File: src/hw/cpms_pkg.sv
// package of constants for the control pin mode select block
package cpms_pkg;

	// serial programming frame: 5 address bits, 11 data bits, msb first
	localparam int unsigned ADDR_W      = 5;
	localparam int unsigned DATA_W      = 11;
	localparam int unsigned FRAME_BITS  = 16;
	localparam int unsigned NUM_REGS    = 32;
	localparam logic [10:0] REG_RST_VAL = 11'h000;

	// serial register indices
	localparam logic [4:0] REG_SW_RESET  = 5'h00;
	localparam logic [4:0] REG_INTERFACE = 5'h01;
	localparam logic [4:0] REG_FORMAT    = 5'h02;
	localparam logic [4:0] REG_ANALOG    = 5'h03;

	// field positions inside the serial registers
	localparam int unsigned BIT_SW_RESET    = 0;
	localparam int unsigned BIT_TWO_WIRE    = 0;
	localparam int unsigned BIT_DDR         = 1;
	localparam int unsigned BIT_SER16       = 2;
	localparam int unsigned BIT_CAPT_FALL   = 3;
	localparam int unsigned BIT_STRAIGHT    = 0;
	localparam int unsigned BIT_LSB_FIRST   = 1;
	localparam int unsigned BIT_COARSE_GAIN = 0;
	localparam int unsigned BIT_EXT_REF     = 1;
	localparam int unsigned BIT_POWERDOWN   = 2;
	localparam int unsigned BIT_DESKEW      = 3;
	localparam int unsigned BIT_SYNC        = 4;

	// pin level codes: ground, low fraction, high fraction, analog supply level
	localparam int unsigned LEVEL_W       = 2;
	localparam logic [1:0]  LEVEL_GND     = 2'h0;

	// avalon byte map
	localparam int unsigned AV_ADDR_W     = 8;
	localparam logic [5:0]  AV_IDX_STATUS = 6'h20;
	localparam int unsigned AV_IDX_REGMAX = 31;

	// status word field positions
	localparam int unsigned ST_SERIAL_MODE = 0;
	localparam int unsigned ST_TWO_WIRE    = 1;
	localparam int unsigned ST_DDR         = 2;
	localparam int unsigned ST_SER16       = 3;
	localparam int unsigned ST_CAPT_FALL   = 4;
	localparam int unsigned ST_STRAIGHT    = 5;
	localparam int unsigned ST_LSB_FIRST   = 6;
	localparam int unsigned ST_COARSE_GAIN = 7;
	localparam int unsigned ST_EXT_REF     = 8;
	localparam int unsigned ST_POWERDOWN   = 9;
	localparam int unsigned ST_DESKEW      = 10;
	localparam int unsigned ST_SYNC        = 11;
	localparam int unsigned ST_RSVD_BAD    = 12;

	// two-pin parallel code from {clock pin, data pin}
	typedef enum logic [1:0] {
		CPMS_PAR_NORMAL    = 2'h0,
		CPMS_PAR_DESKEW    = 2'h1,
		CPMS_PAR_SYNC      = 2'h2,
		CPMS_PAR_POWERDOWN = 2'h3
	} cpms_par_mode_t;

endpackage : cpms_pkg

File: src/hw/cpms_top.sv
// control pin mode select: shared pin routing, serial programming port, strap decode
`timescale 1ns/10ps
`default_nettype none
module cpms_top #(
	parameter logic [7:0] ENABLE_TABLE = 8'hE4,
	parameter logic [7:0] WIDTH_TABLE  = 8'hC6,
	parameter logic [7:0] SERIAL_TABLE = 8'h24,
	parameter logic [7:0] FORMAT_TABLE = 8'hE4
) (
	input  wire logic        I_CLK,
	input  wire logic        I_RST_N,
	input  wire logic        I_RESET_PIN,
	input  wire logic        I_SHARED_SERIAL_CLOCK_PIN,
	input  wire logic        I_SHARED_SERIAL_DATA_PIN,
	input  wire logic [1:0]  I_SHARED_SERIAL_ENABLE_PIN,
	input  wire logic        I_GLOBAL_POWERDOWN_PIN,
	input  wire logic [1:0]  I_INTERFACE_WIDTH_STRAP,
	input  wire logic [1:0]  I_SERIALIZATION_FACTOR_STRAP,
	input  wire logic [1:0]  I_RESERVED_STRAP,
	input  wire logic [1:0]  I_DATA_FORMAT_STRAP,
	input  wire logic [7:0]  I_AVS_ADDRESS,
	input  wire logic        I_AVS_READ,
	input  wire logic        I_AVS_WRITE,
	input  wire logic [31:0] I_AVS_WRITEDATA,
	output logic             O_AVS_WAITREQUEST,
	output logic      [31:0] O_AVS_READDATA,
	output logic             O_SERIAL_MODE,
	output logic             O_TWO_WIRE,
	output logic             O_DDR_BIT_CLOCK,
	output logic             O_SERIALIZE_16X,
	output logic             O_CAPTURE_FALLING,
	output logic             O_STRAIGHT_BINARY,
	output logic             O_LSB_FIRST,
	output logic             O_COARSE_GAIN,
	output logic             O_EXTERNAL_REF,
	output logic             O_GLOBAL_POWERDOWN,
	output logic             O_DESKEW,
	output logic             O_SYNC,
	output logic             O_RESERVED_STRAP_BAD
);

	localparam int unsigned DW = cpms_pkg::DATA_W;

	logic [DW-1:0]                   cfg_r [0:cpms_pkg::NUM_REGS-1];
	logic                            serial_mode;
	logic                            clk_pin_prev_r;
	logic                            clk_rise;
	logic [cpms_pkg::FRAME_BITS-1:0] shift_r;
	logic [4:0]                      bit_cnt_r;
	logic                            frame_done;
	logic [cpms_pkg::FRAME_BITS-1:0] frame_word;
	logic                            wr_en;
	logic [4:0]                      wr_addr;
	logic [DW-1:0]                   wr_data;
	logic                            sw_reset;
	logic                            av_req;
	logic                            av_ack_r;
	logic [5:0]                      av_idx;
	logic                            av_wr;
	logic [31:0]                     status;
	logic [31:0]                     readdata_nxt;
	logic [1:0]                      enable_set;
	logic [1:0]                      width_set;
	logic [1:0]                      serial_set;
	logic [1:0]                      format_set;
	logic                            two_wire_nxt;
	logic                            ddr_nxt;
	logic                            ser16_nxt;
	logic                            capt_fall_nxt;
	logic                            straight_nxt;
	logic                            lsb_first_nxt;
	logic                            coarse_nxt;
	logic                            ext_ref_nxt;
	logic                            pwrdn_nxt;
	logic                            deskew_nxt;
	logic                            sync_nxt;
	cpms_pkg::cpms_par_mode_t        par_mode;

	// the reset pin level is looked at on every clock; it is the mode switch
	assign serial_mode = !I_RESET_PIN;

	// ---------------- serial programming port ----------------
	// pins arrive synchronous, so one previous sample is enough to find the edge
	always_ff @(posedge I_CLK or negedge I_RST_N) begin
		if (!I_RST_N) begin
			clk_pin_prev_r <= 1'b0;
		end else begin
			clk_pin_prev_r <= I_SHARED_SERIAL_CLOCK_PIN;
		end
	end

	assign clk_rise = serial_mode && I_SHARED_SERIAL_CLOCK_PIN && !clk_pin_prev_r;

	// enable low (level code 0) selects the chip; any higher level deselects
	always_ff @(posedge I_CLK or negedge I_RST_N) begin
		if (!I_RST_N) begin
			shift_r   <= '0;
			bit_cnt_r <= '0;
		end else if (!serial_mode || I_SHARED_SERIAL_ENABLE_PIN != cpms_pkg::LEVEL_GND) begin
			bit_cnt_r <= '0;
		end else if (clk_rise) begin
			shift_r   <= {shift_r[cpms_pkg::FRAME_BITS-2:0], I_SHARED_SERIAL_DATA_PIN};
			bit_cnt_r <= (bit_cnt_r == 5'(cpms_pkg::FRAME_BITS - 1)) ? 5'h00 : bit_cnt_r + 5'h01;
		end
	end

	assign frame_done = serial_mode && clk_rise && (I_SHARED_SERIAL_ENABLE_PIN == cpms_pkg::LEVEL_GND)
		&& (bit_cnt_r == 5'(cpms_pkg::FRAME_BITS - 1));
	assign frame_word = {shift_r[cpms_pkg::FRAME_BITS-2:0], I_SHARED_SERIAL_DATA_PIN};

	// ---------------- avalon slave ----------------
	// one wait cycle per access so that read data come from a flop
	assign av_req            = I_AVS_READ || I_AVS_WRITE;
	assign O_AVS_WAITREQUEST = av_req && !av_ack_r;
	assign av_idx            = I_AVS_ADDRESS[7:2];
	assign av_wr             = I_AVS_WRITE && !av_ack_r && (av_idx <= 6'(cpms_pkg::AV_IDX_REGMAX));

	always_ff @(posedge I_CLK or negedge I_RST_N) begin
		if (!I_RST_N) begin
			av_ack_r <= 1'b0;
		end else begin
			av_ack_r <= av_req && !av_ack_r;
		end
	end

	// serial frames win over a bus write in the same cycle; the bus write is then dropped
	always_comb begin
		wr_en   = 1'b0;
		wr_addr = '0;
		wr_data = '0;
		if (frame_done) begin
			wr_en   = 1'b1;
			wr_addr = frame_word[cpms_pkg::FRAME_BITS-1 -: cpms_pkg::ADDR_W];
			wr_data = frame_word[DW-1:0];
		end else if (av_wr) begin
			wr_en   = 1'b1;
			wr_addr = av_idx[4:0];
			wr_data = I_AVS_WRITEDATA[DW-1:0];
		end
	end

	assign sw_reset = wr_en && (wr_addr == cpms_pkg::REG_SW_RESET) && wr_data[cpms_pkg::BIT_SW_RESET];

	// ---------------- configuration register bank ----------------
	// reset pin high holds the bank at zero, so a high pulse is the hardware reset;
	// serial users must apply it or the software reset before relying on the bank
	always_ff @(posedge I_CLK or negedge I_RST_N) begin
		if (!I_RST_N) begin
			for (int i = 0; i < cpms_pkg::NUM_REGS; i++) begin
				cfg_r[i] <= cpms_pkg::REG_RST_VAL;
			end
		end else if (!serial_mode || sw_reset) begin
			for (int i = 0; i < cpms_pkg::NUM_REGS; i++) begin
				cfg_r[i] <= cpms_pkg::REG_RST_VAL;
			end
		end else if (wr_en) begin
			cfg_r[wr_addr] <= wr_data;
		end
	end

	// ---------------- parallel strap decoders ----------------
	cpms_level_decode #(
		.OUT_W (2),
		.TABLE (ENABLE_TABLE)
	) u_enable_dec (
		.i_clk     (I_CLK),
		.i_rst_n   (I_RST_N),
		.i_level   (I_SHARED_SERIAL_ENABLE_PIN),
		.o_setting (enable_set)
	);

	cpms_level_decode #(
		.OUT_W (2),
		.TABLE (WIDTH_TABLE)
	) u_width_dec (
		.i_clk     (I_CLK),
		.i_rst_n   (I_RST_N),
		.i_level   (I_INTERFACE_WIDTH_STRAP),
		.o_setting (width_set)
	);

	cpms_level_decode #(
		.OUT_W (2),
		.TABLE (SERIAL_TABLE)
	) u_serial_dec (
		.i_clk     (I_CLK),
		.i_rst_n   (I_RST_N),
		.i_level   (I_SERIALIZATION_FACTOR_STRAP),
		.o_setting (serial_set)
	);

	cpms_level_decode #(
		.OUT_W (2),
		.TABLE (FORMAT_TABLE)
	) u_format_dec (
		.i_clk     (I_CLK),
		.i_rst_n   (I_RST_N),
		.i_level   (I_DATA_FORMAT_STRAP),
		.o_setting (format_set)
	);

	assign par_mode = cpms_par_mode_from_pins(I_SHARED_SERIAL_CLOCK_PIN, I_SHARED_SERIAL_DATA_PIN);

	function automatic cpms_pkg::cpms_par_mode_t cpms_par_mode_from_pins(input logic c, input logic d);
		cpms_pkg::cpms_par_mode_t m;
		case ({c, d})
			2'h1:    m = cpms_pkg::CPMS_PAR_DESKEW;
			2'h2:    m = cpms_pkg::CPMS_PAR_SYNC;
			2'h3:    m = cpms_pkg::CPMS_PAR_POWERDOWN;
			default: m = cpms_pkg::CPMS_PAR_NORMAL;
		endcase
		return m;
	endfunction : cpms_par_mode_from_pins

	// ---------------- effective settings ----------------
	// strap decoders carry one register stage; serial fields read the bank directly
	always_comb begin
		if (serial_mode) begin
			two_wire_nxt  = cfg_r[cpms_pkg::REG_INTERFACE][cpms_pkg::BIT_TWO_WIRE];
			ddr_nxt       = cfg_r[cpms_pkg::REG_INTERFACE][cpms_pkg::BIT_DDR];
			ser16_nxt     = cfg_r[cpms_pkg::REG_INTERFACE][cpms_pkg::BIT_SER16];
			capt_fall_nxt = cfg_r[cpms_pkg::REG_INTERFACE][cpms_pkg::BIT_CAPT_FALL];
			straight_nxt  = cfg_r[cpms_pkg::REG_FORMAT][cpms_pkg::BIT_STRAIGHT];
			lsb_first_nxt = cfg_r[cpms_pkg::REG_FORMAT][cpms_pkg::BIT_LSB_FIRST];
			coarse_nxt    = cfg_r[cpms_pkg::REG_ANALOG][cpms_pkg::BIT_COARSE_GAIN];
			ext_ref_nxt   = cfg_r[cpms_pkg::REG_ANALOG][cpms_pkg::BIT_EXT_REF];
			pwrdn_nxt     = cfg_r[cpms_pkg::REG_ANALOG][cpms_pkg::BIT_POWERDOWN];
			deskew_nxt    = cfg_r[cpms_pkg::REG_ANALOG][cpms_pkg::BIT_DESKEW];
			sync_nxt      = cfg_r[cpms_pkg::REG_ANALOG][cpms_pkg::BIT_SYNC];
		end else begin
			two_wire_nxt  = width_set[1];
			ddr_nxt       = width_set[0];
			ser16_nxt     = serial_set[1];
			capt_fall_nxt = serial_set[0];
			straight_nxt  = format_set[1];
			lsb_first_nxt = format_set[0];
			coarse_nxt    = enable_set[1];
			ext_ref_nxt   = enable_set[0];
			pwrdn_nxt     = (par_mode == cpms_pkg::CPMS_PAR_POWERDOWN);
			deskew_nxt    = (par_mode == cpms_pkg::CPMS_PAR_DESKEW);
			sync_nxt      = (par_mode == cpms_pkg::CPMS_PAR_SYNC);
		end
	end

	always_ff @(posedge I_CLK or negedge I_RST_N) begin
		if (!I_RST_N) begin
			O_SERIAL_MODE      <= 1'b0;
			O_TWO_WIRE         <= 1'b0;
			O_DDR_BIT_CLOCK    <= 1'b0;
			O_SERIALIZE_16X    <= 1'b0;
			O_CAPTURE_FALLING  <= 1'b0;
			O_STRAIGHT_BINARY  <= 1'b0;
			O_LSB_FIRST        <= 1'b0;
			O_COARSE_GAIN      <= 1'b0;
			O_EXTERNAL_REF     <= 1'b0;
			O_DESKEW           <= 1'b0;
			O_SYNC             <= 1'b0;
		end else begin
			O_SERIAL_MODE      <= serial_mode;
			O_TWO_WIRE         <= two_wire_nxt;
			O_DDR_BIT_CLOCK    <= ddr_nxt;
			O_SERIALIZE_16X    <= ser16_nxt;
			O_CAPTURE_FALLING  <= capt_fall_nxt;
			O_STRAIGHT_BINARY  <= straight_nxt;
			O_LSB_FIRST        <= lsb_first_nxt;
			O_COARSE_GAIN      <= coarse_nxt;
			O_EXTERNAL_REF     <= ext_ref_nxt;
			O_DESKEW           <= deskew_nxt;
			O_SYNC             <= sync_nxt;
		end
	end

	// the dedicated pin overrides every mode, serial or parallel
	always_ff @(posedge I_CLK or negedge I_RST_N) begin
		if (!I_RST_N) begin
			O_GLOBAL_POWERDOWN <= 1'b0;
		end else begin
			O_GLOBAL_POWERDOWN <= I_GLOBAL_POWERDOWN_PIN || pwrdn_nxt;
		end
	end

	// only a flag: the block cannot stop a board that ties the reserved pin high
	always_ff @(posedge I_CLK or negedge I_RST_N) begin
		if (!I_RST_N) begin
			O_RESERVED_STRAP_BAD <= 1'b0;
		end else begin
			O_RESERVED_STRAP_BAD <= (I_RESERVED_STRAP != cpms_pkg::LEVEL_GND);
		end
	end

	// ---------------- read path ----------------
	always_comb begin
		status                             = '0;
		status[cpms_pkg::ST_SERIAL_MODE]   = O_SERIAL_MODE;
		status[cpms_pkg::ST_TWO_WIRE]      = O_TWO_WIRE;
		status[cpms_pkg::ST_DDR]           = O_DDR_BIT_CLOCK;
		status[cpms_pkg::ST_SER16]         = O_SERIALIZE_16X;
		status[cpms_pkg::ST_CAPT_FALL]     = O_CAPTURE_FALLING;
		status[cpms_pkg::ST_STRAIGHT]      = O_STRAIGHT_BINARY;
		status[cpms_pkg::ST_LSB_FIRST]     = O_LSB_FIRST;
		status[cpms_pkg::ST_COARSE_GAIN]   = O_COARSE_GAIN;
		status[cpms_pkg::ST_EXT_REF]       = O_EXTERNAL_REF;
		status[cpms_pkg::ST_POWERDOWN]     = O_GLOBAL_POWERDOWN;
		status[cpms_pkg::ST_DESKEW]        = O_DESKEW;
		status[cpms_pkg::ST_SYNC]          = O_SYNC;
		status[cpms_pkg::ST_RSVD_BAD]      = O_RESERVED_STRAP_BAD;
		readdata_nxt                       = '0;
		if (av_idx <= 6'(cpms_pkg::AV_IDX_REGMAX)) begin
			readdata_nxt[DW-1:0] = cfg_r[av_idx[4:0]];
		end else if (av_idx == cpms_pkg::AV_IDX_STATUS) begin
			readdata_nxt = status;
		end
	end

	always_ff @(posedge I_CLK or negedge I_RST_N) begin
		if (!I_RST_N) begin
			O_AVS_READDATA <= 32'h0000_0000;
		end else if (I_AVS_READ && !av_ack_r) begin
			O_AVS_READDATA <= readdata_nxt;
		end
	end

endmodule : cpms_top
`default_nettype wire

File: src/hw/cpms_level_decode.sv
// lookup of a multi-level strap pin into setting bits
`timescale 1ns/10ps
`default_nettype none
module cpms_level_decode #(
	parameter int unsigned OUT_W = 2,
	parameter logic [4*OUT_W-1:0] TABLE = '0
) (
	input  wire logic             i_clk,
	input  wire logic             i_rst_n,
	input  wire logic [1:0]       i_level,
	output logic      [OUT_W-1:0] o_setting
);

	logic [OUT_W-1:0] setting_nxt;

	always_comb begin
		setting_nxt = TABLE[i_level*OUT_W +: OUT_W];
	end

	always_ff @(posedge i_clk or negedge i_rst_n) begin
		if (!i_rst_n) begin
			o_setting <= '0;
		end else begin
			o_setting <= setting_nxt;
		end
	end

endmodule : cpms_level_decode
`default_nettype wire

File: config.mk
export PLATFORM = sky130hd
export DESIGN_NAME = cpms_top
export DESIGN_NICKNAME = d
export VERILOG_FILES = /design/src/hw/cpms_pkg.sv /design/src/hw/cpms_top.sv /design/src/hw/cpms_level_decode.sv
export SDC_FILE = /design/constraint.sdc
export NUM_CORES = 1
export LEC_CHECK = 0
export BUFFER_PORTS_ARGS = -buffer_cell sky130_fd_sc_hd__buf_2
export CAP_MARGIN = 40
export CORE_MARGIN = 8
export CORE_UTILIZATION = 50
export DETAILED_ROUTE_END_ITERATION = 10
export GPL_ROUTABILITY_DRIVEN = 1
export PLACE_DENSITY = 0.67
export SLEW_MARGIN = 0
export SYNTH_ARGS = -nofsm -noshare
export SYNTH_HDL_FRONTEND = slang
export SYNTH_SLANG_ARGS = --single-unit
export TNS_END_PERCENT = 50
File: constraint.sdc
create_clock -name I_CLK -period 3 [get_ports I_CLK]
set_input_delay 0.15 -clock I_CLK [delete_from_list [all_inputs] [get_ports I_CLK]]
set_output_delay 0.15 -clock I_CLK [all_outputs]
set_load 0.005 [all_outputs]
; Word-level counts from Yosys, hierarchy flattened
; Cells that the tools add are included.
[classes]
multipliers = 0
n_bitwise = 3
muxes = 32
n_addsub = 1
shifts = 4
n_reduce_logical = 26
n_eq_ne = 8
magnitude_cmp = 4
div_mod_pow = 0
[op_table]
columns = operator, n
row1 = $mux 352, 2
row2 = $bwmux 352, 1
row3 = $mux 11, 6
row4 = $bmux 11 s5, 1
row5 = $demux 11 s5, 1
row6 = $shiftx 8x4->2 const A, 4
row7 = $mux 5, 5
row8 = $mux 1, 13
row9 = $mux 13, 1
row10 = $ge 6x6->1 const B, 2
row11 = $logic_and 1x1->1, 12
row12 = $not 5->6, 2
row13 = $eq 2x2->1 const B, 4
row14 = $reduce_bool 2->1, 4
row15 = $eq 6x6->1 const B, 1
row16 = $le 6x5->1 const B, 1
row17 = $lt 6x1->1 const B, 1
row18 = $pmux 2 s3, 1
row19 = $add 5x1->5 const B, 1
row20 = $eq 5x4->1 const B, 1
row21 = $logic_not 5->1, 1
row22 = $eq 2x1->1 const B, 2
row23 = $logic_or 1x1->1, 4
row24 = $logic_not 1->1, 3
row25 = 4 further kinds, 4
[totals]
mem_count = 0
romBits = 0
latch_bits = 0
ramBits = 0
wordCells = 132
output_inout_bits = 46
input_bits = 58
register_bits = 427

; Longest topological paths before layout
[logic_depth]
depth_word = 15
mapped_depth = 9
ltp_nobuf = 6

; Cells and area by module
; Synthesis repeated with hierarchy kept, for this count alone.
[unflattened]
cells_unflattened = 2008
hier_area_um2 = 20359.5
[by_module_without_submodules]
columns = module, area_each_um2, seq_area_each_um2, instances, cells_per_inst
row1 = cpms_top, 20135.6, 10009.6, 1, 1997
row2 = cpms_level_decode at u_enable_dec ..., 50.0, 50.0, 2, 2
row3 = cpms_level_decode at u_serial_dec, 65.1, 50.0, 1, 4
row4 = cpms_level_decode at u_width_dec, 58.8, 50.0, 1, 3

; Worst setup path after synthesis
; No wires, ideal clock.
[synth_path]
path_type = register to register
start = register bit_cnt_r[0]
end = register cfg_r[150] (netlist name)
setup_slack_ns = 0.806
arrival_time_ns = 2.050
setup_time_ns = 0.143
required_time_ns = 2.857
synth_period_minus_slack_ns = 2.194
stages_incl_launch_ff = 9
n_path_buf = 3
cell_sequence = dfrtp_1 ha_1 and4b_1 nand3_2 buf_6 buf_2 mux2i_1 clkbuf_1 a211oi_1
[synth_between]
elab_chain_len = 11
word_cells_on_any_way = 19
cone_classes = order compare (2) / eq/ne (1) / mux (8) / bitwise (1) / reduce/logical (7)
[synth_rtl]
columns = element, line_no
row1 = start: declaration, cpms_top.sv:49  ; logic [4:0] bit_cnt_r;
row2 = start signal: assignment, cpms_top.sv:103  ; bit_cnt_r <= (bit_cnt_r == 5'(cpms_pkg::FRAME_BITS - 1)) ? 5'h00 : bit_cnt_r + 5'h01;
row3 = $eq 5x4->1 *, cpms_top.sv:108  ; && (bit_cnt_r == 5'(cpms_pkg::FRAME_BITS - 1));
row4 = $logic_and 1x1->1 *, cpms_top.sv:108
row5 = $mux 5, cpms_top.sv:131  ; if (frame_done) begin
row6 = $not 5->6 (not written as such), cpms_top.sv:157  ; cfg_r[wr_addr] <= wr_data;
row7 = $ge 6x6->1 (not written as such) or $lt 6x1->1 (tied branches), cpms_top.sv:157
row8 = $logic_and 1x1->1 (not written as such), cpms_top.sv:157
row9 = $mux 11 (not written as such), cpms_top.sv:157
row10 = $demux 11 s5, cpms_top.sv:157
row11 = $bwmux 352, cpms_top.sv:157
row12 = $mux 352, cpms_top.sv:156  ; end else if (wr_en) begin
row13 = $mux 352, cpms_top.sv:152  ; end else if (!serial_mode || sw_reset) begin
row14 = end signal: indexed assignment, cpms_top.sv:150  ; cfg_r[i] <= cpms_pkg::REG_RST_VAL;
row15 = end signal: indexed assignment, cpms_top.sv:154  ; cfg_r[i] <= cpms_pkg::REG_RST_VAL;
row16 = end signal: indexed assignment, cpms_top.sv:157
row17 = end: declaration, cpms_top.sv:44  ; logic [DW-1:0] cfg_r [0:cpms_pkg::NUM_REGS-1];
; Mark *: on every way between the ends. The rest lies on a longest branch, timed or not. The select of a mux whose other input is x is not followed.
; A chain may end at the register's enable or synchronous reset.

; Worst setup path in the final report
[layout_path]
start = register bit_cnt_r[0]
end = register cfg_r[130] (netlist name)
; The elaborated chain is that of the path after synthesis.

==> impl_metrics.tcl <==
set metrics [dict create \
    cp_max_fo 30 \
    slew_headroom_pct 46.1 \
    areaGrowthSynthToFinish_pct 16.4 \
    p_leak_nw 9.55 \
    first_pass_iters 5 \
    ys_async_sr_fraction_pct 100 \
    core_area_um2 39500 \
    synth_cell_types 57 \
    tightest_slew_ns 0.808 \
    synth_seq_cells 408 \
    cpPeakStageDelay_ns 0.54 \
    synth-compound-area-share_pct 16.6 \
    die-area_um2 46500 \
    yosys-top-cells-area "dfrtp_1 51%, a211oi_1 13%, mux4_2 7.5%" \
    cts.sinks 408 \
    fin_ws_ns 0.470 \
    syn_area_um2 19900 \
    start_kind "register" \
    cp.arrival_ns 2.93 \
    reg2reg_slack_ns 0.47 \
    postCtsSetupRepairBufs 0 \
    ant_nets 0 \
    clk_pin_slew_ns 0.06 \
    numCtsBuffers 44 \
    grt_pass1_vias 15000 \
    synthXorXnorAreaFrac_pct 0.0880 \
    htree_levels 2 \
    cts_root_buf "clkbuf_16" \
    finalMaxSlewViolations 0 \
    route.detailed.drc 0 \
    maxCapViolations 0 \
    wl_um 55700 \
    clock_latency_ns 0.55 \
    final_nets 1909 \
    initial_core_util_pct 50.3 \
    cts-resized-gates 0 \
    pin_count 104 \
    holdBufCountCts 19 \
    skew_ns 0.0181 \
    grt_pass1_wl_um 88100 \
    synth_warnings 0 \
    cts_tree "built" \
    synth_top_family_by_area "compound AO/OA/AOI/OAI gates" \
    critPathSlowestCell "mux2i_4" \
    num_rows 73 \
    synthTopCellsByCount "408 x dfrtp_1, 333 x a211oi_1, 289 x nor2_1" \
    yosysSeqAreaShare_pct 51.3 \
    grt.total_usage_pct 23.6 \
    viasPerCell 6.25 \
    peakVddDrop_mv 0.342 \
    period_share_pct 84.3 \
    antenna_found_initial 0 \
    synth_cells 1817 \
    setup_viol 0 \
    synth_edf_count 0 \
    ys.flop_type "dfrtp_1" \
    path_cells "ha_1 > and4b_1 > nand3_4 > buf_12 > mux2i_4 > buf_4 > a211oi_1" \
    clock_path_buffers 3 \
    synth.most_common_cell "dfrtp_1" \
    yosys.area_share.simple_pct 12.5 \
    antenna_cells 0 \
    fin_crit_ns 2.53 \
    dp_hpwl_um 36000 \
    dp_slack_ns 0.347 \
    powerDensity_nw_per_um2 521 \
    synth_top_area_cell "dfrtp_1" \
    critPathCaptureType "register" \
    die_h_um 216 \
    crit_required_ns 3.39 \
    drive_gt1_share_pct 20.3 \
    synth.area.mux_share_pct 14.0 \
    hp-class "input port to register" \
    port_buffers 61 \
    timing.final.hold_violations 0 \
    synth.avg_cell_area_um2 11.0 \
    nFillCells 3228 \
    wl_per_cell_um 23.2 \
    vias 15000 \
    rsz0062_at_grt "no" \
    synth_top_area_share_pct 51.3 \
    grt_max_degree 98 \
    synth_adder_area_share_pct 0.0628 \
    drt_iter0_markers 1534 \
    status "complete, no violations" \
    overflow 0 \
    place_congestion 0.945 \
    die_w_um 216 \
    fin_tns_setup_ns 0 \
    worstSetupPathType "register to register" \
    max_freq_mhz 395 \
]
## layer usage
metal	track usage [%]	routed length, um	up-vias
li1	-	-	6746
met1	33.1	23800	7705
met2	38.1	26800	501
met3	3.01	3380	90
met4	7.49	1660	0
met5	0	0	-
## placed cells by master, fill, tap and decap left out, types with 20 or more instances in the layout
cell type	netlist	layout
buf_12	0	47
mux4_2	66	66
a221oi_1	20	20
mux2_2	26	26
nand4_1	21	21
mux2i_1	100	73
buf_4	44	68
buf_2	62	58
dfrtp_1	408	408
a211oi_1	333	333
nor3_1	75	75
nor2_1	289	289
nand2_1	86	86
clkbuf_16	0	45
## final cells by class
type / count / area (um2) / share of cell area [%]
sequential: 408 / 10200 / 44.1
multi-input combinational: 1201 / 8880 / 38.3
timing repair buffer: 193 / 1950 / 8.40
clock buffer: 65 / 1310 / 5.66
tap: 525 / 657 / 2.83
clock inverter: 12 / 160 / 0.691
inverter: 2 / 7.51 / 0.0324
## cell families (layout without fill, tap and decap cells)
kind of cell | Yosys count | count (layout)
AOI/OAI and AO/OA | 435 | 435
xor gates and xnor gates | 2 | 2
adders and majority gates | 1 | 1
buffers and inverters | 226 | 272
DFF | 408 | 408
muxes | 192 | 192
other | 1 | 19
and+or+nand+nor | 552 | 552
## worst max-delay path, delay by kind of cell, from the launching register on
kind / cells / cell delay [ns]
buffers and inverters: 2 / 0.65
multiplexers: 1 / 0.54
AND/OR/NAND/NOR: 2 / 0.38
adder cells (fa/ha/maj): 1 / 0.25
AO/OA/AOI/OAI: 1 / 0.13
flip-flops: 1 / 0.42
## final timing paths
check / start / to / cells past startpoint
setup / recovery: bit_cnt_r[0] / cfg_r[130] / 7
hold / removal: I_AVS_ADDRESS[6] / O_AVS_READDATA[3] / 3
setup reg to reg: bit_cnt_r[0] / cfg_r[130] / 7
hold reg to reg: O_AVS_READDATA[11] / O_AVS_READDATA[11] / 2
max in group asynchronous: I_RST_N / cfg_r[93] / 3
min in group asynchronous: I_RST_N / cfg_r[71] / 2
## per-stage QoR
stage          power, mW  area (um2)  hold slack (ns)  util (%)  std cells
3_3_place_gp        6.60       21500            0.246      54.4       2310
5_1_grt             12.4       23200            0.173      58.6       2406
4_1_cts             12.1       23200            0.127      58.6       2406
3_5_place_dp        6.62       21500            0.249      54.4       2310
6_report            12.1       23200            0.159      58.6       2406
2_1_floorplan       6.19       20000           -0.146         -       1835
## sequential cells by signal, summed over array words and instances, names as in the netlist, 2 cells and up
register / flops
u_enable_dec.o_setting: 2
O_AVS_READDATA: 13
u_width_dec.o_setting: 2
shift_r: 15
u_serial_dec.o_setting: 2
cfg_r: 352
u_format_dec.o_setting: 2
bit_cnt_r: 5
## report_power, final
part	total, mW	internal [mW]	switching [mW]
logic	0.916	0.320	0.596
registers	5.63	5.58	0.0565
clock network	5.52	3.35	2.17
No activity file was read; power rests on OpenSTA's default activity.
